### src/logic/status_event_consts.vh
// Constants for the common-command status and event core
// Notes on behaviour
// - Eight-bit event latch, bits 0,2,3,4,5 used
// - Event enable mask stored, read back 0-255
// - Event latch query returns value, then clears
// - Operation-complete command sets bit 0 when idle
// - Operation-complete query waits idle, answers 1
// - Identity query picks user or preset string
// - Recall restores setup from slot 1-10
// - Save writes present setup to slot 1-10
// - Slot outside 1-10 rejected, error -222
// - Reset command returns settings to preset
// - Service request mask stored, read back 0-191, bit 6 zero
// - Service mask bit 6 forced zero
// - Status byte bit 6 is service summary
`ifndef STATUS_EVENT_CONSTS_VH
`define STATUS_EVENT_CONSTS_VH
`define CMD_NONE 4'h0
`define CMD_ESE_SET 4'h1
`define CMD_ESE_QRY 4'h2
`define CMD_ESR_QRY 4'h3
`define CMD_OPC_SET 4'h4
`define CMD_OPC_QRY 4'h5
`define CMD_IDN_QRY 4'h6
`define CMD_RCL 4'h7
`define CMD_SAV 4'h8
`define CMD_RST 4'h9
`define CMD_SRE_SET 4'ha
`define CMD_SRE_QRY 4'hb
`define CMD_STB_QRY 4'hc
`define CMD_CLS 4'hd
`define EV_OPC 0
`define EV_QUERY_ERR 2
`define EV_DEV_ERR 3
`define EV_EXEC_ERR 4
`define EV_CMD_ERR 5
`define EV_USED_MASK 8'h3d
`define SB_EVENT_SUM 5
`define SB_SERVICE_SUM 6
`define SB_SOURCE_MASK 8'h9e
`define SRE_BIT6_CLEAR 8'hbf
`define SLOT_MIN 8'h01
`define SLOT_MAX 8'h0a
`define ERR_OUT_OF_RANGE 16'hff22
`define ERR_NONE 16'h0000
`define OPC_ANSWER 8'h01
`define RESET_BYTE 8'h00
`define IDN_PRESET 2'h0
`define IDN_USER 2'h1
`endif

### src/logic/ieee488_status_event_core.v
// Common-command status, event, save and recall core
`timescale 1ns/10ps
`include "status_event_consts.vh"
module ieee488_status_event_core #(
   parameter SETUP_W = 32,
   parameter SLOTS = 10
) (
   input wire i_sys_clk, // 40 MHz clock
   input wire i_reset_n, // Synchronous reset, active low
   input wire i_cmd_valid, // One-cycle command strobe
   input wire [3:0] i_cmd_code, // Decoded common command
   input wire [7:0] i_cmd_arg, // Integer argument
   input wire i_cmd_unknown, // Header not recognised
   input wire i_param_bad, // Parameter cannot be executed
   input wire i_query_err, // Query error event
   input wire i_dev_err, // Device-dependent error event
   input wire i_ops_pending, // Some operation still running
   input wire [7:0] i_summary_bits, // Bits 1,2,3,4,7 of status byte
   input wire i_user_identity_select, // User identity string on
   input wire [SETUP_W-1:0] i_setup, // Present instrument setup
   input wire [SETUP_W-1:0] i_preset_setup, // Preset setup
   output reg o_resp_valid, // One-cycle query answer strobe
   output reg [7:0] o_resp_data, // Query answer integer
   output reg o_idn_valid, // One-cycle identity answer strobe
   output reg [1:0] o_idn_source, // 0 preset, 1 user string
   output reg o_setup_load, // One-cycle setup load strobe
   output reg [SETUP_W-1:0] o_setup, // Setup to load
   output reg o_err_valid, // One-cycle error queue push
   output reg [15:0] o_err_code, // Error code, two's complement
   output reg [7:0] o_status_byte, // Live status byte
   output reg o_busy // Waiting on operation-complete query
);
   // Event latch and the two masks
   reg [7:0] event_status_latch_q;
   reg [7:0] event_status_latch_d;
   reg [7:0] event_status_mask_q;
   reg [7:0] event_status_mask_d;
   reg [7:0] service_request_mask_q;
   reg [7:0] service_request_mask_d;
   reg opc_armed_q;
   reg opc_armed_d;
   reg opc_query_q;
   reg opc_query_d;
   // Slots keep their setup across reset, as stored setups should
   reg [SETUP_W-1:0] slot_mem [0:SLOTS-1];
   // Next values of the registered outputs
   reg resp_valid_d;
   reg [7:0] resp_data_d;
   reg idn_valid_d;
   reg [1:0] idn_source_d;
   reg setup_load_d;
   reg [SETUP_W-1:0] setup_d;
   reg err_valid_d;
   reg [15:0] err_code_d;
   reg busy_d;
   reg [7:0] ev_set;
   reg [7:0] sb_d;

   // True for the two commands that carry a slot number
   function slot_cmd;
      input [3:0] c;
      begin
         slot_cmd = (c == `CMD_RCL) || (c == `CMD_SAV);
      end
   endfunction

   function slot_in_range;
      input [7:0] n;
      begin
         slot_in_range = (n >= `SLOT_MIN) && (n <= `SLOT_MAX);
      end
   endfunction

   // Unused latch bits can never be set
   function [7:0] used_events;
      input [7:0] v;
      begin
         used_events = v & `EV_USED_MASK;
      end
   endfunction

   // Bits 5 and 6 are built here, never taken from outside
   function [7:0] sb_sources;
      input [7:0] v;
      begin
         sb_sources = v & `SB_SOURCE_MASK;
      end
   endfunction

   wire cmd = i_cmd_valid & ~o_busy;
   // Unknown header or bad parameter: only the event bit is raised
   wire act = cmd & ~i_cmd_unknown & ~i_param_bad;
   wire slot_ok = slot_in_range(i_cmd_arg);
   wire [7:0] slot_off = i_cmd_arg - `SLOT_MIN;
   wire [3:0] slot_idx = slot_off[3:0];
   wire opc_done = ~i_ops_pending;
   wire opc_fire = opc_armed_q & opc_done;
   wire opc_answer = opc_query_q & opc_done;
   wire save_go = act && (i_cmd_code == `CMD_SAV) && slot_ok;
   wire range_bad = act && slot_cmd(i_cmd_code) && !slot_ok;

   always @*
   begin
      ev_set = `RESET_BYTE;
      ev_set[`EV_QUERY_ERR] = i_query_err;
      ev_set[`EV_DEV_ERR] = i_dev_err;
      // Header errors count even while a query is held
      ev_set[`EV_CMD_ERR] = i_cmd_valid & i_cmd_unknown;
      ev_set[`EV_EXEC_ERR] = cmd & i_param_bad;
      ev_set[`EV_OPC] = opc_fire;
   end

   always @*
   begin
      sb_d = sb_sources(i_summary_bits);
      sb_d[`SB_EVENT_SUM] = |(event_status_latch_q & event_status_mask_q);
      sb_d[`SB_SERVICE_SUM] = |(sb_d & service_request_mask_q);
   end

   // Set wins over the query clear, so no event is lost
   always @*
   begin
      event_status_latch_d = used_events(event_status_latch_q | ev_set);
      if (act && ((i_cmd_code == `CMD_ESR_QRY) || (i_cmd_code == `CMD_CLS)))
      begin
         event_status_latch_d = used_events(ev_set);
      end
   end

   always @*
   begin
      event_status_mask_d = event_status_mask_q;
      service_request_mask_d = service_request_mask_q;
      if (act && (i_cmd_code == `CMD_ESE_SET))
      begin
         event_status_mask_d = i_cmd_arg;
      end
      if (act && (i_cmd_code == `CMD_SRE_SET))
      begin
         // Bit 6 is the summary itself and cannot be enabled
         service_request_mask_d = i_cmd_arg & `SRE_BIT6_CLEAR;
      end
   end

   always @*
   begin
      opc_armed_d = opc_armed_q & ~opc_fire;
      opc_query_d = opc_query_q & ~opc_answer;
      busy_d = o_busy & ~opc_answer;
      if (act && (i_cmd_code == `CMD_OPC_SET))
      begin
         opc_armed_d = 1'b1;
      end
      if (act && (i_cmd_code == `CMD_CLS))
      begin
         opc_armed_d = 1'b0;
      end
      if (act && (i_cmd_code == `CMD_OPC_QRY))
      begin
         // Commands arriving before the answer are dropped
         opc_query_d = 1'b1;
         busy_d = 1'b1;
      end
   end

   always @*
   begin
      resp_valid_d = 1'b0;
      resp_data_d = o_resp_data;
      idn_valid_d = 1'b0;
      idn_source_d = o_idn_source;
      setup_load_d = 1'b0;
      setup_d = o_setup;
      if (opc_answer)
      begin
         resp_valid_d = 1'b1;
         resp_data_d = `OPC_ANSWER;
      end
      if (act)
      begin
         case (i_cmd_code)
            `CMD_ESE_QRY:
            begin
               resp_valid_d = 1'b1;
               resp_data_d = event_status_mask_q;
            end
            `CMD_ESR_QRY:
            begin
               resp_valid_d = 1'b1;
               resp_data_d = event_status_latch_q;
            end
            `CMD_SRE_QRY:
            begin
               resp_valid_d = 1'b1;
               resp_data_d = service_request_mask_q;
            end
            `CMD_STB_QRY:
            begin
               resp_valid_d = 1'b1;
               resp_data_d = sb_d;
            end
            `CMD_IDN_QRY:
            begin
               idn_valid_d = 1'b1;
               idn_source_d = i_user_identity_select ? `IDN_USER : `IDN_PRESET;
            end
            `CMD_RCL:
            begin
               if (slot_ok)
               begin
                  setup_load_d = 1'b1;
                  setup_d = slot_mem[slot_idx];
               end
            end
            `CMD_RST:
            begin
               setup_load_d = 1'b1;
               setup_d = i_preset_setup;
            end
            default:
            begin
            end
         endcase
      end
   end

   always @*
   begin
      err_valid_d = 1'b0;
      err_code_d = o_err_code;
      if (range_bad)
      begin
         err_valid_d = 1'b1;
         err_code_d = `ERR_OUT_OF_RANGE;
      end
   end

   always @(posedge i_sys_clk)
   begin
      if (save_go)
      begin
         slot_mem[slot_idx] <= i_setup;
      end
   end

   // Internal state
   always @(posedge i_sys_clk)
   begin
      if (!i_reset_n)
      begin
         event_status_latch_q <= `RESET_BYTE;
         event_status_mask_q <= `RESET_BYTE;
         service_request_mask_q <= `RESET_BYTE;
         opc_armed_q <= 1'b0;
         opc_query_q <= 1'b0;
      end
      else
      begin
         event_status_latch_q <= event_status_latch_d;
         event_status_mask_q <= event_status_mask_d;
         service_request_mask_q <= service_request_mask_d;
         opc_armed_q <= opc_armed_d;
         opc_query_q <= opc_query_d;
      end
   end

   always @(posedge i_sys_clk)
   begin
      if (!i_reset_n)
      begin
         o_resp_valid <= 1'b0;
         o_resp_data <= `RESET_BYTE;
         o_idn_valid <= 1'b0;
         o_idn_source <= `IDN_PRESET;
         o_setup_load <= 1'b0;
         o_setup <= {SETUP_W{1'b0}};
         o_err_valid <= 1'b0;
         o_err_code <= `ERR_NONE;
      end
      else
      begin
         o_resp_valid <= resp_valid_d;
         o_resp_data <= resp_data_d;
         o_idn_valid <= idn_valid_d;
         o_idn_source <= idn_source_d;
         o_setup_load <= setup_load_d;
         o_setup <= setup_d;
         o_err_valid <= err_valid_d;
         o_err_code <= err_code_d;
      end
   end

   // Status byte lags the latch by one cycle
   always @(posedge i_sys_clk)
   begin
      if (!i_reset_n)
      begin
         o_status_byte <= `RESET_BYTE;
         o_busy <= 1'b0;
      end
      else
      begin
         o_status_byte <= sb_d;
         o_busy <= busy_d;
      end
   end
endmodule // ieee488_status_event_core

### config.mk
export PLATFORM = sky130hd
export DESIGN_NAME = ieee488_status_event_core
export DESIGN_NICKNAME = d
export VERILOG_FILES = /design/src/logic/ieee488_status_event_core.v
export VERILOG_INCLUDE_DIRS = /design/src /design/src/logic
export SDC_FILE = /design/constraint.sdc
export NUM_CORES = 1
export LEC_CHECK = 0
export ABC_CLOCK_PERIOD_IN_PS = 10700
export BUFFER_PORTS_ARGS = -buffer_cell sky130_fd_sc_hd__clkbuf_2
export CAP_MARGIN = 15
export CORE_UTILIZATION = 63
export DETAILED_ROUTE_END_ITERATION = 8
export GPL_TIMING_DRIVEN = 0
export MAX_ROUTING_LAYER = met4
export PLACE_DENSITY = 0.93
export RECOVER_POWER = 50
export SYNTH_ARGS = -nofsm -noshare
export SYNTH_HDL_FRONTEND = slang
export SYNTH_SLANG_ARGS = --single-unit
### constraint.sdc
create_clock -name i_sys_clk -period 10.7 [get_ports i_sys_clk]
set_input_delay 2.14 -clock i_sys_clk [delete_from_list [all_inputs] [get_ports i_sys_clk]]
set_output_delay 2.14 -clock i_sys_clk [all_outputs]
set_load 0.05 [all_outputs]
After elaboration in Yosys (flattened, before gate mapping)
Memories as Yosys holds them, arrays and structs flattened.
Index checks and enable logic that the tools add are counted.
Storage, ports and cells
  bits of input ports: 93
  memory bits (writable): 320
  register bits: 79
  logic and storage cells: 95
  memories: 1
  output and inout port bits: 71
Cells by class
  mux-type cells: 19
  $add $sub $neg: 1
  reduce and logical (&&, ||, !) cells: 22
  bitwise gates (word level): 20
  order comparisons: 2
  equal/unequal tests: 14
Memories
  slot_mem: depth 10, width 32, read ports 1, clocked after Yosys merged registers in 0, wr ports 1, RTL line ieee488_status_event_core.v:45  | reg [SETUP_W-1:0] slot_mem [0:SLOTS-1];
Operator list (count)
  $pmux 32 s2: 1
  $mux 32: 1
  $pmux 8 s4: 1
  $eq 4x4->1 const B: 6
  $eq 4x3->1 const B: 4
  $mux 8: 2
  $reduce_or 8->1: 2
  $mux 1: 12
  $logic_and 1x1->1: 11
  $and 1x1->1: 10
  $and 6x8->8: 1
  $and 8x8->8: 1
  $eq 4x2->1 const B: 2
  $ge 8x1->1 const B: 1
  $le 8x4->1 const B: 1
  $not 1->1: 7
  $mux 6: 1
  $or 6x6->6: 1
  $eq 4x1->1 const B: 1
  $reduce_and 2->1: 2
  $reduce_or 4->1: 1
  $sub 4x1->4 const B: 1
  $reduce_and 3->1: 1
  $logic_or 1x1->1: 2
  5 further kinds: 5

Logic depth before layout (Yosys ltp)
  depth after elaboration: 8
  mapped depth: 13
  gate-level depth less buffers: 7

Worst setup path before layout
Ideal clock, no wire load.
  kind: input -> register
  from: in i_cmd_arg[0]
  to: mem slot_mem[2][0], enable pin
  setup time: 392 ps
  required time: 10308 ps
  setup slack: 5409 ps
  data arrival time: 4899 ps
  cell stages on the path: 11
  cell sequence: buf_4 -> buf_4 -> buf_4 -> buf_4 -> inv_1 -> ha_1 -> inv_1 -> o41ai_2 -> or2_2 -> nor4_2 -> and2_1
On the way
  word-level cells in the longest chain between the ends: 5
  elaborated cells on any way between the ends: 7
  those cells by class: add/sub (1); order compare (2); mux (2); reduce/logical (2)
RTL lines
  start, declared: RTL line ieee488_status_event_core.v:12  | input wire [7:0] i_cmd_arg,
  $ge 8x1->1 (no line) / $le 8x4->1 (equally long branches)
  $logic_and 1x1->1: RTL line ieee488_status_event_core.v:70  | slot_in_range = (n >= `SLOT_MIN) && (n <= `SLOT_MAX);
  $logic_and 1x1->1: RTL line ieee488_status_event_core.v:99  | wire save_go = act && (i_cmd_code == `CMD_SAV) && slot_ok;
  $mux 1: RTL line ieee488_status_event_core.v:240  | if (save_go)
  $mux 1 (implied by the code): RTL line ieee488_status_event_core.v:242  | slot_mem[slot_idx] <= i_setup;
  end, declared: RTL line ieee488_status_event_core.v:45
Several ways; a longest one is shown, not always the timed one.

Final worst setup path
  from: in i_cmd_arg[0]
  to: reg o_setup[16]
On the way
  word-level cells in the longest chain between the ends: 4
  elaborated cells on any way between the ends: 9
  those cells by class: add/sub (1); order compare (2); eq/ne (1); mux (2); reduce/logical (2); memory (1)
RTL lines
  $sub 4x1->4 (no line) (tied with other cells)
  $mem_v2 10x32 / $logic_and 1x1->1 (equally long branches)
  $mux 32 / $ne 2x2->1 (equally long branches)
  $pmux 32 s2 / $reduce_and 3->1 (equally long branches)
  end signal, assigned: RTL line ieee488_status_event_core.v:276  | o_setup <= {SETUP_W{1'b0}};
  end signal, assigned: RTL line ieee488_status_event_core.v:287  | o_setup <= setup_d;
  end, declared: RTL line ieee488_status_event_core.v:27  | output reg [SETUP_W-1:0] o_setup,
Several ways; a longest one is shown, not always the timed one. The select of a mux whose other input is x is not followed.
A chain may end at the register's enable or synchronous reset.

==> metrics.csv <==
metric;value;unit
outcome;complete, no violations;
max-slew violations;0;
hold_ws;0.457;ns
register share of total power;50.5;%
TritonCTS Buffers;39;
Post-DP HPWL;26.2;mm
drt pass-1 iters;6;
Synth Instances;959;
synthesized cell area;0.0159;mm^2
max-cap viol count;0;
Inst Count DP;1447;
total global-route track usage;35.2;%
Distinct cells, synth;56;
ANT nets after route;0;
period utilisation layout;53.5;%
num rows;57;
Leak Pwr;6.37;nW
clk_lat worst skew;0.54;ns
htree depth;2;
antenna violations before repair;1;
share of cells above drive strength 1;25.5;%
number of global-route vias before repair;10475;
total number of vias;10501;
Starting DRT DRC Count;1609;
Post-CTS Resized;0;
Internal;2.57;mW
Main synth FF type;edfxtp_1;
fraction of registers with async set or reset after synthesis;0;%
largest family of logic cells by synthesized area;multiplexers;
Adder-Cell Fraction of Synth Area;0.550;%
met3 GRT Util;7.21;%
hold buffers post-CTS;0;
achievable frequency;175;MHz
Layout area overhead;16.0;%
NumNets Final;1264;
Synth Area in Compound Gates;7.15;%
RePlAce Congestion;0.990;
GR Util met1;43.5;%
first-pass GRT wire length;63.9;mm
final wirelength;44.2;mm
I/O pin count;164;
critical path data required time;11.14;ns
CP startpoint kind;input port;
largest net degree at the start of global routing;33;
DRC;0;
VDD IR max;0.155;mV
Arr. time, crit path;6.16;ns
register area share after synthesis;69.9;%
IO Port Bufs;149;
endpoints failing setup;0;
Via density;6.90;
WL per Instance;29.1;um
Overall Power;3.30;mW
crit-path max FO;10;
setup TNS;0;ns
Synth Area in Simple Gates;5.02;%
GRT met2 Usage;55.4;%
mux cell area share after synthesis;14.1;%
die height;161;um
clk sink count;396;
Clock power frac;42.6;%
sw frac;22.1;%
Fillers;1344;
Root Buffer;clkbuf_16;
crit path kind;input port to register;
worst min path class;register to register;
Setup crit end kind;register;
Die ar.;0.0259;mm^2
Synth Register Bits;396;
RSZ-0062 raised after global routing;no;
Post-synth EDFFs;320;
core area;0.0245;mm^2
Initial Utilization;64.9;%
Yosys warning count;0;
Switch Pwr;0.729;mW
pwr/cell area;179;mW/mm^2
Final Util;75.3;%
CTS max path bufs;3;
Hold Vio Cnt, Final;0;
total gr overflow;0;
Worst-Margin Slew;1.07;ns
GRT busiest layer;met2;
clk slew on worst S/H paths;0.06;ns
postcts setup bufs;0;
Final Instance Count excl. Fillers;1521;
worst-case clock skew;0.0200;ns
CTS tree;yes;
crit path time final;5.72;ns
Logic pwr share;6.9;%
syn_area_per_cell;16.6;um^2
XOR/XNOR share of the synthesized area;0.102;%
Die W;161;um
relative max-transition margin;28.6;%
[metal layers]
metal	vias to the layer above	part of all wire (%)	routed length, um
met4	0	5.5	2420
met5	-	0	0
met1	5046	34	15200
li1	4171	-	-
met2	1066	48	21300
met3	218	12	5390
[area by class of cell]
cell class	instances	area, um^2	share of cell area [%]
Buffer	80	459	2.49
Clock buffer	58	1130	6.11
Clock inverter	13	183	0.989
Inverter	7	26.3	0.142
Sequential cell	396	11100	60.3
Antenna cell	3	7.51	0.0407
Tap cell	324	405	2.20
Multi-Input combinational cell	483	4320	23.4
Timing Repair Buffer	157	810	4.38
[power groups by stage]
stage | Sequential (mW) | Clock (mW) | Combinational, mW
after global placement | 1.70 | 0 | 0.208
after detailed placement | 1.70 | 0 | 0.216
after CTS | 1.67 | 1.40 | 0.224
final | 1.67 | 1.41 | 0.227
after global routing | 1.67 | 1.46 | 0.235
after floorplan | 1.71 | 0 | 0.128
[flip-flops by register name, summed over array words and instances (netlist names)]
name,flops
service_request_mask_q,7
opc_armed_q,1
opc_query_q,1
o_idn_valid,1
o_resp_valid,1
event_status_latch_q,5
o_status_byte,7
o_err_code,1
event_status_mask_q,8
o_idn_source,1
o_err_valid,1
o_setup_load,1
o_setup,32
slot_mem,320
o_busy,1
o_resp_data,8
[critical path, stage by stage]
cell and delay, ns:
clkbuf_2 0.18, buf_4 0.24, buf_4 0.24, buf_4 0.26, buf_4 0.29, inv_1 0.20, ha_1 0.32, clkbuf_1 0.48
clkbuf_1 0.67, mux4_2 0.42, mux2i_1 0.20, a21oi_1 0.16, o221a_2 0.32
[metrics by stage]
stage | cell area (um^2) | setup WS (ns)
CTS | 18600 | 5.09
detailed placement | 17300 | 4.66
floorplan | 15900 | 5.41
global route | 18500 | 4.85
finish | 18500 | 4.98
global placement | 17100 | 4.07
[cell families (layout without fill, tap and decap cells)]
family / count (synthesis) / after routing
AND/OR/NAND/NOR: 158 / 158
XOR/XNOR: 1 / 1
buffers and inverters: 87 / 315
other: 1 / 11
AO/OA/AOI/OAI: 167 / 167
adder cells (fa/ha/maj): 7 / 7
multiplexers: 142 / 142
flip-flops: 396 / 396
[cells in the mapped netlist (all sizes together) (2+ instances only)]
cell | instances | area (um^2)
nand3 | 31 | 160
clkbuf | 24 | 90.1
a222oi | 2 | 20.0
edfxtp | 320 | 9610
o21ai | 21 | 105
a22oi | 20 | 150
o41ai | 2 | 25.0
nor2 | 21 | 78.8
or2 | 4 | 25.0
a32oi | 3 | 26.3
nand2 | 54 | 205
nor3 | 6 | 41.3
mux4 | 64 | 1440
nor2b | 5 | 31.3
mux2i | 58 | 581
a21oi | 69 | 345
dfxtp | 76 | 1520
or3b | 2 | 17.5
mux2 | 20 | 225
o221a | 18 | 203
nand2b | 4 | 25.0
nor4 | 4 | 31.3
buf | 56 | 374
and2 | 19 | 119
a211oi | 16 | 120
ha | 7 | 87.6
o22ai | 3 | 18.8
and3 | 2 | 12.5
a32o | 3 | 30.0
o21a | 3 | 22.5
inv | 7 | 26.3
[path summary, 6_finish.rpt]
| check | slack [ns] | from | depth (start not counted) | to |
|---|---|---|---|---|
| worst max-delay path | 4.98 | i_cmd_arg[0] | 13 | o_setup[16] |
| worst min-delay path | 0.46 | o_idn_source[0] | 2 | o_idn_source[0] |
| worst max register to register | 7.16 | o_busy | 6 | slot_mem[5][20] |
| worst min register to register | 0.46 | o_idn_source[0] | 2 | o_idn_source[0] |
[placed cells by master (no fill, tap or decap), types with 20 or more instances in the layout]
cell	Yosys	final
mux2i_1	58	58
mux4_2	64	64
nand2_1	53	53
nand3_1	30	30
clkbuf_16	0	39
nor2_1	21	21
mux2_2	20	20
a22oi_1	20	20
clkbuf_2	0	66
buf_4	28	27
edfxtp_1	320	320
clkbuf_1	24	120
a21oi_1	69	69
buf_2	23	22
o21ai_0	20	21
dfxtp_1	76	76
Power figures use the tool's default switching activity.
